### src/csic_pkg.sv
/*
 * Constants for the processor slowdown and idle control block.
 * Assumes a single system clock and a plain register port with 8-bit data.
 */
//Operation
//Idle bit picks clock-gate or full sleep
//Slowdown bit throttles execution to chosen ratio
//Ratio codes 0-7 give 1:2 to 1:256
//Interrupt entry clears slowdown when enabled
//Interrupt return sets slowdown when enabled
//Peripheral clocks run; fetch precedes execute cycle
//Debug forces full speed, stored bit kept
//Idle bit resets on power-on only; the code also clears it on a brown-out reset
//Cycle counter restarts on enable or ratio
package csic_pkg;

	localparam int         ADDR_W          = 4;
	localparam int         DATA_W          = 8;
	localparam int         RATIO_W         = 3;
	localparam int         CNT_W           = 8;
	localparam logic [3:0] CTRL_OFFSET     = 4'h0;
	localparam logic [7:0] CTRL_RESET      = 8'h00;
	localparam int         BIT_IDLE_SEL    = 7;
	localparam int         BIT_SLOW_EN     = 6;
	localparam int         BIT_IRQ_FULL    = 5;
	localparam int         BIT_EXIT_SLOW   = 4;
	localparam int         RATIO_LSB       = 0;
	localparam int         RATIO_MSB       = 2;

	typedef enum logic [1:0]
	{
		ST_RUN   = 2'b00,
		ST_IDLE  = 2'b01,
		ST_SLEEP = 2'b10
	} csic_state_t;

	// Last count of a slowdown period: the period is two to the power of (code + 1).
	function automatic logic [CNT_W-1:0] last_count(input logic [RATIO_W-1:0] ratio);
		logic [CNT_W:0] span;
		span = (9'h002 << ratio) - 9'h001;
		return span[CNT_W-1:0];
	endfunction

endpackage

### src/csic_ratio_if.sv
/*
 * Link between the control top and its slowdown cycle counter.
 * Assumes both ends share one clock.
 */
`timescale 1ns/100ps
`default_nettype none
interface csic_ratio_if;
	logic                          enable;
	logic                          restart;
	logic [csic_pkg::RATIO_W-1:0] ratio;
	logic                          exec_cycle;
	logic                          fetch_cycle;

	modport ctrl
	(
		output enable,
		output restart,
		output ratio,
		input  exec_cycle,
		input  fetch_cycle
	);

	modport cnt
	(
		input  enable,
		input  restart,
		input  ratio,
		output exec_cycle,
		output fetch_cycle
	);
endinterface
`default_nettype wire

### src/csic_ratio_cnt.sv
/*
 * Slowdown cycle counter: marks the one executed cycle in each period and the fetch cycle before it.
 * Assumes a synchronous active-low reset and the controller driving restart on an enable rise or any ratio change.
 */
`timescale 1ns/100ps
`default_nettype none
module csic_ratio_cnt
(
	// Clock and reset
	input  wire logic  i_clk,
	input  wire logic  i_rst_n,
	// Counter link
	csic_ratio_if.cnt  lnk
);
	logic [csic_pkg::CNT_W-1:0] cnt_q;
	logic [csic_pkg::CNT_W-1:0] cnt_d;
	logic [csic_pkg::CNT_W-1:0] last;
	wire                         at_last;

	assign last    = csic_pkg::last_count(lnk.ratio);
	assign at_last = (cnt_q == last);
	assign cnt_d   = (lnk.restart || !lnk.enable || at_last) ? '0 : cnt_q + 8'h01;

	// Without slowdown every cycle executes and fetches.
	assign lnk.exec_cycle  = !lnk.enable || (cnt_q == '0);
	assign lnk.fetch_cycle = !lnk.enable || at_last;

	always_ff @(posedge i_clk)
	begin
		if (!i_rst_n)
			cnt_q <= '0;
		else
			cnt_q <= cnt_d;
	end
endmodule
`default_nettype wire

### src/csic_top.sv
/*
 * Processor slowdown and idle control: one control register, execution throttle, sleep gating.
 * Assumes core events arrive as one-cycle pulses synchronous to I_CLK, and I_POR_BOR is high
 * while the reset stems from power-on or brown-out.
 */
`timescale 1ns/100ps
`default_nettype none
module csic_top
(
	// Clock and reset
	input  wire logic                        I_CLK,
	input  wire logic                        I_RST_N,
	input  wire logic                        I_POR_BOR,
	// Register port
	input  wire logic [csic_pkg::ADDR_W-1:0] I_ADDR,
	input  wire logic [csic_pkg::DATA_W-1:0] I_WDATA,
	input  wire logic                        I_WR,
	input  wire logic                        I_RD,
	output logic      [csic_pkg::DATA_W-1:0] O_RDATA,
	// Processor core, interrupt controller and debugger
	input  wire logic                        I_SLEEP_EXEC,
	input  wire logic                        I_WAKE,
	input  wire logic                        I_IRQ_ENTRY,
	input  wire logic                        I_RETURN_FROM_INTERRUPT,
	input  wire logic                        I_IN_CIRCUIT_DEBUG,
	// Clock and execution enables
	output logic                             O_CPU_EXEC_EN,
	output logic                             O_PROGRAM_MEMORY_FETCH_EN,
	output logic                             O_CPU_CLK_RUN,
	output logic                             O_PERIPH_CLK_RUN,
	output logic                             O_SLOWDOWN_ACTIVE
);
	csic_ratio_if lnk ();

	logic                          idle_sel_q;
	logic                          slow_en_q;
	logic                          slow_en_d;
	logic                          irq_full_q;
	logic                          exit_slow_q;
	logic [csic_pkg::RATIO_W-1:0] ratio_q;
	logic [csic_pkg::RATIO_W-1:0] ratio_prev_q;
	logic                          eff_prev_q;
	csic_pkg::csic_state_t         state_q;
	csic_pkg::csic_state_t         state_d;
	logic [csic_pkg::DATA_W-1:0]  ctrl_val;

	wire ctrl_hit   = (I_ADDR == csic_pkg::CTRL_OFFSET);
	wire ctrl_wr    = I_WR && ctrl_hit;
	wire ctrl_rd    = I_RD && ctrl_hit;
	wire irq_clear  = I_IRQ_ENTRY && irq_full_q;
	wire ret_set    = I_RETURN_FROM_INTERRUPT && exit_slow_q;
	// Debug overrides the throttle without touching the stored bit.
	wire slow_eff   = slow_en_q && !I_IN_CIRCUIT_DEBUG;
	wire running    = (state_q == csic_pkg::ST_RUN);

	// Bit 3 is unimplemented and reads as zero.
	assign ctrl_val = {idle_sel_q, slow_en_q, irq_full_q, exit_slow_q, 1'b0, ratio_q};

	// A hardware set beats a hardware clear, and both beat a software write in the same cycle.
	assign slow_en_d = ret_set   ? 1'b1 :
	                   irq_clear ? 1'b0 :
	                   ctrl_wr   ? I_WDATA[csic_pkg::BIT_SLOW_EN] : slow_en_q;

	assign lnk.enable  = slow_eff;
	assign lnk.ratio   = ratio_q;
	assign lnk.restart = (slow_eff && !eff_prev_q) || (ratio_q != ratio_prev_q);

	csic_ratio_cnt u_cnt
	(
		.i_clk   (I_CLK),
		.i_rst_n (I_RST_N),
		.lnk     (lnk)
	);

	always_comb
	begin
		state_d = state_q;
		case (state_q)
			csic_pkg::ST_RUN:
				if (I_SLEEP_EXEC)
					state_d = idle_sel_q ? csic_pkg::ST_IDLE : csic_pkg::ST_SLEEP;
			csic_pkg::ST_IDLE,
			csic_pkg::ST_SLEEP:
				if (I_WAKE)
					state_d = csic_pkg::ST_RUN;
			default:
				state_d = csic_pkg::ST_RUN;
		endcase
	end

	// The idle bit survives ordinary resets so that software keeps its sleep choice.
	always_ff @(posedge I_CLK)
	begin
		if (!I_RST_N)
		begin
			if (I_POR_BOR)
				idle_sel_q <= csic_pkg::CTRL_RESET[csic_pkg::BIT_IDLE_SEL];
		end
		else if (ctrl_wr)
			idle_sel_q <= I_WDATA[csic_pkg::BIT_IDLE_SEL];
	end

	always_ff @(posedge I_CLK)
	begin
		if (!I_RST_N)
		begin
			slow_en_q    <= csic_pkg::CTRL_RESET[csic_pkg::BIT_SLOW_EN];
			irq_full_q   <= csic_pkg::CTRL_RESET[csic_pkg::BIT_IRQ_FULL];
			exit_slow_q  <= csic_pkg::CTRL_RESET[csic_pkg::BIT_EXIT_SLOW];
			ratio_q      <= csic_pkg::CTRL_RESET[csic_pkg::RATIO_MSB:csic_pkg::RATIO_LSB];
			ratio_prev_q <= csic_pkg::CTRL_RESET[csic_pkg::RATIO_MSB:csic_pkg::RATIO_LSB];
			eff_prev_q   <= 1'b0;
			state_q      <= csic_pkg::ST_RUN;
		end
		else
		begin
			slow_en_q    <= slow_en_d;
			ratio_prev_q <= ratio_q;
			eff_prev_q   <= slow_eff;
			state_q      <= state_d;
			if (ctrl_wr)
			begin
				irq_full_q  <= I_WDATA[csic_pkg::BIT_IRQ_FULL];
				exit_slow_q <= I_WDATA[csic_pkg::BIT_EXIT_SLOW];
				ratio_q     <= I_WDATA[csic_pkg::RATIO_MSB:csic_pkg::RATIO_LSB];
			end
		end
	end

	// Outputs are registered, so they trail the counter and state by one cycle.
	always_ff @(posedge I_CLK)
	begin
		if (!I_RST_N)
		begin
			O_RDATA                   <= '0;
			O_CPU_EXEC_EN             <= 1'b0;
			O_PROGRAM_MEMORY_FETCH_EN <= 1'b0;
			O_CPU_CLK_RUN             <= 1'b0;
			O_PERIPH_CLK_RUN          <= 1'b0;
			O_SLOWDOWN_ACTIVE         <= 1'b0;
		end
		else
		begin
			O_RDATA                   <= ctrl_rd ? ctrl_val : '0;
			O_CPU_EXEC_EN             <= running && lnk.exec_cycle;
			O_PROGRAM_MEMORY_FETCH_EN <= running && lnk.fetch_cycle;
			O_CPU_CLK_RUN             <= running;
			O_PERIPH_CLK_RUN          <= (state_q != csic_pkg::ST_SLEEP);
			O_SLOWDOWN_ACTIVE         <= slow_eff;
		end
	end
endmodule
`default_nettype wire

### config.mk
export PLATFORM = sky130hd
export DESIGN_NAME = csic_top
export DESIGN_NICKNAME = d
export VERILOG_FILES = /design/src/csic_pkg.sv /design/src/csic_ratio_if.sv /design/src/csic_ratio_cnt.sv /design/src/csic_top.sv
export SDC_FILE = /design/constraint.sdc
export NUM_CORES = 1
export LEC_CHECK = 0
export ABC_AREA = 1
export BUFFER_PORTS_ARGS = -buffer_cell sky130_fd_sc_hd__buf_4
export CAP_MARGIN = 20
export CORE_MARGIN = 8
export CORE_UTILIZATION = 44
export DETAILED_ROUTE_END_ITERATION = 12
export PLACE_DENSITY = 0.68
export SLEW_MARGIN = 0
export SYNTH_ARGS = -nofsm -noshare
export SYNTH_HDL_FRONTEND = slang
export SYNTH_SLANG_ARGS = --single-unit
### constraint.sdc
create_clock -name I_CLK -period 2.3 [get_ports I_CLK]
set_clock_uncertainty 0.2 [all_clocks]
set_input_delay 0.115 -clock I_CLK [delete_from_list [all_inputs] [get_ports I_CLK]]
set_output_delay 0.115 -clock I_CLK [all_outputs]
set_load 0.03 [all_outputs]
==> results of run 1 <==
## worst max-delay path: stages (launching register included)
cell	delay, ns
dfxtp_1	0.39
nor2_4	0.16
nand2_1	0.09
ha_1	0.32
nand2_1	0.07
o21ai_0	0.07
nor2_1	0.09
nand3_1	0.08
nor2_1	0.13
nand3_2	0.12
nand2_4	0.12
nor2_1	0.05
## worst paths after layout
| kind | endpoint | start | cells after the start | slack, ns |
|---|---|---|---|---|
| setup / recovery | u_cnt.cnt_q[6] | lnk.ratio[0] | 11 | 0.32 |
| hold / removal | O_RDATA[4] | I_RD | 3 | 0.03 |
| setup reg to reg | u_cnt.cnt_q[6] | lnk.ratio[0] | 11 | 0.32 |
| hold reg to reg | O_RDATA[4] | exit_slow_q | 2 | 0.27 |
## registers in the layout (all words and copies together) (netlist names)
| register | flops |
|---|---|
| ratio_prev_q | 3 |
| idle_sel_q | 1 |
| O_PROGRAM_MEMORY_FETCH_EN | 1 |
| O_RDATA | 7 |
| lnk.ratio | 3 |
| O_SLOWDOWN_ACTIVE | 1 |
| O_CPU_CLK_RUN | 1 |
| slow_en_q | 1 |
| O_PERIPH_CLK_RUN | 1 |
| O_CPU_EXEC_EN | 1 |
| u_cnt.cnt_q | 8 |
| exit_slow_q | 1 |
| state_q | 2 |
| irq_full_q | 1 |
## cell type report
class / instances / area (µm²) / share of cell area
sequential: 32 / 650.6 / 0.3169
timing repair buffer: 57 / 480.5 / 0.2340
multi-input combinational: 122 / 669.4 / 0.3260
clock inverter: 2 / 35.03 / 0.01706
clock buffer: 6 / 41.29 / 0.02011
tap: 46 / 57.56 / 0.02803
inverter: 31 / 118.9 / 0.05789
## power by group through the flow
stage / Sequential, mW / Combinational [mW] / Clock (mW)
2_1_floorplan: 0.682 / 0.124 / 0
3_3_place_gp: 0.630 / 0.266 / 0
3_5_place_dp: 0.634 / 0.268 / 0
4_1_cts: 0.621 / 0.311 / 0.437
5_1_grt: 0.624 / 0.349 / 0.453
6_report: 0.620 / 0.316 / 0.424
## synthesized netlist by cell type
master,n
buf_4,1
edfxtp_1,1
buf_6,2
inv_4,1
inv_2,2
o21ai_0,9
nand3_2,3
xnor2_1,1
clkbuf_1,2
nand4_1,1
nand2_1,33
nand3_1,15
nor3_1,2
inv_1,28
conb_1,1
nor2_1,24
nand2_4,1
o22ai_1,1
xor2_1,8
nor2_4,1
a22oi_1,3
dfxtp_1,31
a21oi_1,11
ha_1,5
nor4_4,1
nor3_2,1
nor4_1,1
## cell families after synthesis
family | Yosys count | share of synthesized area
fa+ha+maj | 5 | 0.04237
buf+inv | 36 | 0.1059
xor+xnor | 9 | 0.05339
compound gates | 24 | 0.08729
other cells | 1 | 0.002540
flops | 32 | 0.4407
simple gates | 83 | 0.2678
## metrics by stage
step | setup slack (ns) | instances | utilization
finish | 0.3204 | 296 | 0.6251
global route | 0.1379 | 296 | 0.6251
floorplan | 0.4994 | 190 | -
detailed placement | 0.3304 | 267 | 0.5379
global placement | 0.3505 | 267 | 0.5379
CTS | 0.3026 | 296 | 0.6251
## metal layers
metal	GRT usage	wire length (µm)	part of all wire	vias up
met5	0	0	0	-
met4	0.09313	103	0.030	0
met3	0.03683	115	0.034	9
met2	0.2168	1709	0.50	21
met1	0.1570	1504	0.44	576
li1	-	-	-	721
## what timing repair did
action,CTS,global route
hold buffers,21,0
hold endpoints to repair,18,0
resized for setup,0,0
==> flow_summary.toml, run 1 <==
[floorplanning]
num_rows = 21
die_area_um2 = 5465
initial_utilization = 0.4495
die_y_um = 73.93
ios = 35
core_um2 = 3284
fp.dieW_um = 73.93

[routing]
drc = 0
wl_per_cell_um = 11.59
routed_wl_um = 3432
drt_pass1_iterations = 4
avgViaCountPerCell = 4.483
drtIter0Drc = 46
final_antenna_net_count = 0
vias = 1327

[global_routing]
antenna_found_initial = 0
grt_max_degree = 15
grt_use_total = 0.1370
grt_pass1_vias = 1263
grt_pass1_wl_um = 5637
grt-ovfl-total = 0

[timing]
final.setup.tns_ns = 0
timing.hold.ws_ns = 0.02710
fmax_mhz = 505.1
maxSlewViolCount = 0
hold_viol = 0
fin_crit_ns = 1.980
period_share = 0.8607
rsz0062_at_grt = "false"
setup_viol = 0

[cts]
insertion_delay_ns = 0.34
tritoncts = "done"
clock_path_buffers = 2
cts_num_sinks = 32
ctsHtreeMaxLevel = 2
cts_setup_buffers = 0
clock-root-buffer = "clkbuf_4"
cts_made_buffers = 5
path_clk_slew_ns = 0.10

[finish]
mostFrequentLayoutCell = "buf_4"
layout_common_cells = "buf_4 (36), nand2_1 (33), dfxtp_1 (31)"
design_area_um2 = 2053
fin_nets = 276
fillers = 292
n_antenna_cell = 0
syn_to_final_growth_pct = 39.07
drive_above_1_share = 0.2120

[yosys]
synth_top_area_frac = 0.4203
synth.cell_area_um2 = 1476
ys_ff_latch = 32
synth_nets = 217
synth_top_area_cell = "dfxtp_1"
netlist_instances = 190
synth_area_leaders = "dfxtp_1 (42%), nand2_1 (8.4%), inv_1 (7.1%)"
synthDistinctLibCells = 27
ys_seq_area_frac = 0.4407
ys_warn_count = 0
avgSynthCellArea_um2 = 7.771

[pwr]
total_power_mw = 1.361
switchingPower_mw = 0.3862
power_switching_share = 0.2837
ir_worst_vdd_mv = 0.3731
clockPowerShare = 0.312
p_per_area_nw_per_um2 = 662.9
seq_power_share = 0.456
p_int_mw = 0.9749
leakagePower_nw = 0.9425
pwr-share-comb = 0.232

[place]
io_buffers = 32
detailed_place_hpwl_um = 2331
dpl_cell_area_um2 = 1767
globalplace.congestion = 0.8903

[worst_setup_path]
cp_max_fo = 8
required_ns = 2.33
worstPathArrival_ns = 2.01
path_class = "reg2reg"
critPathLaunchType = "flop"
cp-end-kind = "flop"

[run]
max-cap-violations = 0

[status]
status = "completed"

[min_path]
hold_class = "in2reg"
Note: power is estimated with default switching activity, not from simulation.
==> run 2, diff against run 1 <==
--- a/config.mk
+++ b/config.mk
@@ -8,11 +8,14 @@
 export ABC_AREA = 1
 export BUFFER_PORTS_ARGS = -buffer_cell sky130_fd_sc_hd__buf_4
 export CAP_MARGIN = 20
+export CELL_PAD_IN_SITES_DETAIL_PLACEMENT = 0
+export CELL_PAD_IN_SITES_GLOBAL_PLACEMENT = 2
 export CORE_MARGIN = 8
-export CORE_UTILIZATION = 44
+export CORE_UTILIZATION = 29
 export DETAILED_ROUTE_END_ITERATION = 12
-export PLACE_DENSITY = 0.68
+export PLACE_DENSITY_LB_ADDON = 0.1
 export SLEW_MARGIN = 0
 export SYNTH_ARGS = -nofsm -noshare
 export SYNTH_HDL_FRONTEND = slang
+export SYNTH_HIERARCHICAL = 1
 export SYNTH_SLANG_ARGS = --single-unit
==> run 2 against run 1 <==
Effect of this change:
- highest routed layer unchanged
- cell area grew 1.2%
- register-to-register slack got worse by 0.03 ns
- worst hold slack worse by 0.015 ns
- synthesized cell count rose by 4.2%
==> flow_summary.toml, run 2 <==
[run]
max-cap-violations = 0

[yosys]
yosysMostFrequentCell = "nand2_1"
synth.cell_area_um2 = 1509
async_flop_share = 0
ys_ff_latch = 32
synthDistinctLibCells = 30
netlist_instances = 198
synth_nets = 225
synth_top_area_cell = "dfxtp_1"
ys_seq_area_frac = 0.4312
ys_warn_count = 6
synth_top_area_frac = 0.4113
synth_edf_count = 1
synth-main-ff-cell = "dfxtp_1"
synth_area_leaders = "dfxtp_1 (41%), nand2_1 (9.2%), inv_1 (8.0%)"
synth_common_cells = "nand2_1 (37), inv_1 (32), dfxtp_1 (31)"
avgSynthCellArea_um2 = 7.621

[worst_setup_path]
required_ns = 2.32
critPathSlowestCell = "dlygate4sd3_1"
cp_max_fo = 3
cp.depth = 7
cp-end-kind = "flop"
slowest_delay_ns = 0.58
cpMostUsedCell = "dlygate4sd3_1"
timing.rr.start = "irq_full_q"
path_class = "in2reg"
reg2reg_depth = 5
cp_top_family = "buffers and inverters"
worstPathArrival_ns = 2.21
path_cells = "dlygate4sd3_1 > buf_4 > nand2_1 > nand4_1 > dlygate4sd3_1 > a21oi_1 > dlygate4sd3_1"
r2r_slack_ns = 0.29
cp.buffers_inverters = 4
rr_endpoint = "slow_en_q"
critPathLaunchType = "input port"

[finish]
mostFrequentLayoutCell = "nand2_1"
drive_above_1_share = 0.1992
reg_top3 = "u_cnt/cnt_q: 8 flops, O_RDATA: 7 flops"
largest_reg_flops = 8
top_register = "u_cnt/cnt_q"
design_area_um2 = 2077
syn_to_final_growth_pct = 37.64
layout_common_cells = "nand2_1 (37), buf_4 (33), inv_1 (32)"
n_antenna_cell = 0
fin_nets = 277

[cts]
cts_made_buffers = 5
cts_num_sinks = 32
clock_path_buffers = 2
clock-root-buffer = "clkbuf_8"
ctsHtreeMaxLevel = 2
insertion_delay_ns = 0.28
path_clk_slew_ns = 0.06
tritoncts = "done"

[floorplanning]
die_y_um = 88.14
core_um2 = 5075
fp.dieW_um = 88.14
initial_utilization = 0.2973
die_area_um2 = 7768
ios = 35
num_rows = 26

[timing]
fmax_mhz = 458.0
period_share = 0.9494
rsz0062_at_grt = "false"
setup_viol = 0
fin_crit_ns = 2.184
fin_ws_ns = 0.1165
final.setup.tns_ns = 0
hold_viol = 0
maxSlewViolCount = 0

[routing]
avgViaCountPerCell = 4.171
vias = 1339
routed_wl_um = 3470
drc = 0
drtIter0Drc = 27
final_antenna_net_count = 0
wl_per_cell_um = 10.81
drt_pass1_iterations = 4

[global_routing]
grt_pass1_wl_um = 6175
grt_use_total = 0.1027
grt-ovfl-total = 0
grt_max_degree = 15
grt_pass1_vias = 1387
antenna_found_initial = 0

[place]
globalplace.congestion = 0.7179
pre_cts_slack_ns = 0.1786
io_buffers = 32
detailed_place_hpwl_um = 2700
dpl_cell_area_um2 = 1797

[pwr]
ir_worst_vdd_mv = 0.3160
leakagePower_nw = 0.9390
p_per_area_nw_per_um2 = 651.4

[min_path]
hold_class = "in2reg"
whs_path_depth = 4
min-delay-start = "I_WAKE"
hold_end = "state_q[0]"

[status]
status = "completed"
[run 2: where the power goes]
part	internal (mW)	switching [mW]	leakage, nW
combinational	0.126	0.164	0.634
clock	0.243	0.199	0.0445
sequential	0.604	0.0160	0.261
total	0.973	0.380	0.939
[run 2: routing by layer]
metal / vias up / part of all wire / GRT usage
met5: - / 0 / 0
met4: 0 / 0.018 / 0.04608
met3: 6 / 0.061 / 0.04503
met2: 31 / 0.48 / 0.1710
met1: 588 / 0.44 / 0.1100
li1: 714 / - / -
[run 2: logic make-up after synthesis]
kind of cell,share of synthesized area
AOI/OAI and AO/OA,0.07131
other,0.002485
DFF,0.4312
buffers and inverters,0.1136
and+or+nand+nor,0.2703
xor gates and xnor gates,0.06965
adders and majority gates,0.04146
[run 2: repair_timing]
| action | in CTS | in global routing |
|---|---|---|
| hold endpoints to repair | 14 | 0 |
| setup endpoints to repair | 0 | 9 |
| setup buffers | 0 | 0 |
| hold buffers | 18 | 0 |
| resized for setup | 0 | 2 |
[run 2: area by class of cell]
cell class	instances	area, µm²
Fill cell	545	2998
Sequential cell	32	651.9
Multi-Input combinational cell	127	691.9
Clock inverter	1	7.507
Timing Repair Buffer	51	427.9
Clock buffer	7	86.33
Tap cell	70	87.58
Inverter	33	123.9
[run 2: metrics by stage]
stage               power, mW  utilization  hold WS (ns)  std cells
floorplan              0.8087            -     -0.005689        198
global placement       0.8947       0.3540        0.1002        295
detailed placement     0.9029       0.3540        0.1062        295
CTS                     1.376       0.4080      0.004616        321
global route            1.443       0.4093       0.04300        321
finish                  1.353       0.4093       0.01198        321
[run 2: worst max-delay path by stage]
stage,from,end,slack [ns]
2_1_floorplan,lnk.ratio[1],u_cnt/cnt_q[0],0.43
3_3_place_gp,lnk.ratio[1],u_cnt/cnt_q[0],0.22
3_5_place_dp,lnk.ratio[1],u_cnt/cnt_q[3],0.18
4_1_cts,I_RETURN_FROM_INTERRUPT,slow_en_q,0.13
5_1_grt,I_RETURN_FROM_INTERRUPT,slow_en_q,0.02
6_report,I_RETURN_FROM_INTERRUPT,slow_en_q,0.12
[run 2: worst register-to-register path, stage by stage, from the launching register on]
cell           delay, ns
dfxtp_1             0.31
nand2_1             0.10
nand4_1             0.09
dlygate4sd3_1       0.58
a21oi_1             0.14
dlygate4sd3_1       0.54
==> run 3, diff against run 2 <==
--- a/config.mk
+++ b/config.mk
@@ -13,7 +13,7 @@
 export CORE_MARGIN = 8
 export CORE_UTILIZATION = 29
 export DETAILED_ROUTE_END_ITERATION = 12
-export PLACE_DENSITY_LB_ADDON = 0.1
+export PLACE_DENSITY = 0.81
 export SLEW_MARGIN = 0
 export SYNTH_ARGS = -nofsm -noshare
 export SYNTH_HDL_FRONTEND = slang
==> constraint.sdc (replaced) <==
create_clock -name I_CLK -period 2.3 [get_ports I_CLK]
set_clock_uncertainty 0.2 [all_clocks]
set_input_delay 0.23 -clock I_CLK [delete_from_list [all_inputs] [get_ports I_CLK]]
set_output_delay 0.23 -clock I_CLK [all_outputs]
set_load 0.03 [all_outputs]
==> run 3 against run 2 <==
Effect of this change:
- worst setup slack improved by 0.14 ns
- cell area decreased by 7.0%
- critical path depth increased by 4
- global-route usage decreased by 0.61 points
- power increased by 4.1%
- non-clock buffer count decreased by 15
- clock power increased by 18%
- first-iteration DRC count increased by 70%
- worst hold slack improved by 0.0043 ns
- critical path type is now reg2reg
- highest routed layer unchanged
==> flow_summary.toml, run 3 (same netlist as run 2, synthesis figures left out) <==
[timing]
period_share = 0.8890
setup_viol = 0
maxSlewViolCount = 0
fmax_mhz = 489.1
fin_crit_ns = 2.045
rsz0062_at_grt = "false"
final.setup.tns_ns = 0
hold_viol = 0
fin_ws_ns = 0.2553

[routing]
avgViaCountPerCell = 4.163
wl_per_cell_um = 10.77
drtIter0Drc = 46
drc = 0
drt_pass1_iterations = 3
final_antenna_net_count = 0
routed_wl_um = 3297
vias = 1274

[worst_setup_path]
worstPathArrival_ns = 2.02
cp-end-kind = "flop"
path_cells = "nor2_2 > nand2_1 > ha_1 > nand2_1 > nand3_1 > nor2_1 > nand3_1 > nor2_1 > nand3_2 > nand3_4 > nor2_1"
required_ns = 2.27
cp.buffers_inverters = 0
path_class = "reg2reg"
slowest_delay_ns = 0.37
cpMostUsedCell = "nor2_1"
timing.rr.start = "lnk.ratio[1]"
cp_top_family = "simple AND/OR/NAND/NOR gates"
rr_endpoint = "u_cnt/cnt_q[0]"
critPathSlowestCell = "dfxtp_1"
reg2reg_depth = 11
cp_max_fo = 8
critPathLaunchType = "flop"
r2r_slack_ns = 0.26

[finish]
top_register = "u_cnt/cnt_q"
syn_to_final_growth_pct = 28.03
n_antenna_cell = 0
layout_common_cells = "nand2_1 (37), buf_4 (34), inv_1 (32)"
reg_top3 = "u_cnt/cnt_q: 8 flops, O_RDATA: 7 flops"
design_area_um2 = 1932
mostFrequentLayoutCell = "nand2_1"
largest_reg_flops = 8
fin_nets = 262
drive_above_1_share = 0.2119

[place]
detailed_place_hpwl_um = 2592
dpl_cell_area_um2 = 1804
io_buffers = 32
pre_cts_slack_ns = 0.2316
globalplace.congestion = 0.7406

[global_routing]
antenna_found_initial = 0
grt_max_degree = 15
grt-ovfl-total = 0
grt_use_total = 0.09663
grt_pass1_vias = 1308
grt_pass1_wl_um = 5802

[floorplanning]
num_rows = 26
die_area_um2 = 7768
core_um2 = 5075
initial_utilization = 0.2973
fp.dieW_um = 88.14
ios = 35
die_y_um = 88.14

[min_path]
hold_end = "irq_full_q"
min-delay-start = "I_WDATA[5]"
whs_path_depth = 3
hold_class = "in2reg"

[pwr]
leakagePower_nw = 0.8858
total_power_mw = 1.408
p_per_area_nw_per_um2 = 729.0
ir_worst_vdd_mv = 0.3177

[cts]
tritoncts = "done"
cts_made_buffers = 5
clock_path_buffers = 2
insertion_delay_ns = 0.28
cts_num_sinks = 32
cts_setup_buffers = 0
clock-root-buffer = "clkbuf_8"
ctsHtreeMaxLevel = 2
cts-resized-gates = 0
path_clk_slew_ns = 0.07

[status]
status = "completed"

[run]
max-cap-violations = 0
run 3: cell count changes in the layout (fill, tap and decap cells not counted), sizes merged:
cell,delta
dlygate4sd3,-16
buf,+1
bufinv,+1
clkbuf,-1
clkinv,+1
clkinvlp,-1
run 3: through the flow:
stage / hold WS [ns] / util / instances
after detailed placement: 0.2244 / 0.3555 / 296
after CTS: 0.01243 / 0.3807 / 306
after global routing: 0.01260 / 0.3807 / 306
after global placement: 0.2228 / 0.3555 / 296
final: 0.01632 / 0.3807 / 306
after floorplan: 0.1093 / - / 198
run 3: worst min-delay path, stage by stage:
cell and delay [ns]:
buf_4 0.08, o21ai_2 0.05, a21oi_1 0.10
run 3: area by class of cell:
cell class	count	area, µm²
clock buffers	6	72.57
clock inverters	2	35.03
fillers	567	3143
inverters	33	123.9
multi-input cells	127	686.9
flip-flops and latches	32	650.6
well taps	70	87.58
repair buffers	36	275.3
run 3: layer usage:
metal | routed length [µm] | part of all wire | vias to the layer above | GRT usage
li1 | - | - | 688 | -
met1 | 1454 | 0.44 | 554 | 0.1021
met2 | 1514 | 0.46 | 27 | 0.1560
met3 | 271 | 0.082 | 5 | 0.05253
met4 | 57 | 0.017 | 0 | 0.04147
met5 | 0 | 0 | - | 0
run 3: how the worst max path moves through the flow:
stage,slack [ns],depth (start not counted),end,start
floorplan,0.43,11,u_cnt/cnt_q[0],lnk.ratio[1]
global placement,0.26,11,u_cnt/cnt_q[0],lnk.ratio[1]
detailed placement,0.23,11,u_cnt/cnt_q[0],lnk.ratio[1]
CTS,0.24,11,u_cnt/cnt_q[0],lnk.ratio[1]
global route,0.06,12,O_PROGRAM_MEMORY_FETCH_EN,lnk.ratio[1]
finish,0.26,11,u_cnt/cnt_q[0],lnk.ratio[1]
run 3: what timing repair did:
action,4_1_cts,5_1_grt
hold buffers,2,0
hold endpoints to repair,2,0
setup endpoints to repair,0,0
run 3: where the power goes:
part | total (mW) | leakage, nW | internal (mW) | switching (mW)
Combinational | 0.269 | 0.570 | 0.109 | 0.160
Clock | 0.520 | 0.0552 | 0.321 | 0.199
Sequential | 0.619 | 0.261 | 0.604 | 0.0151
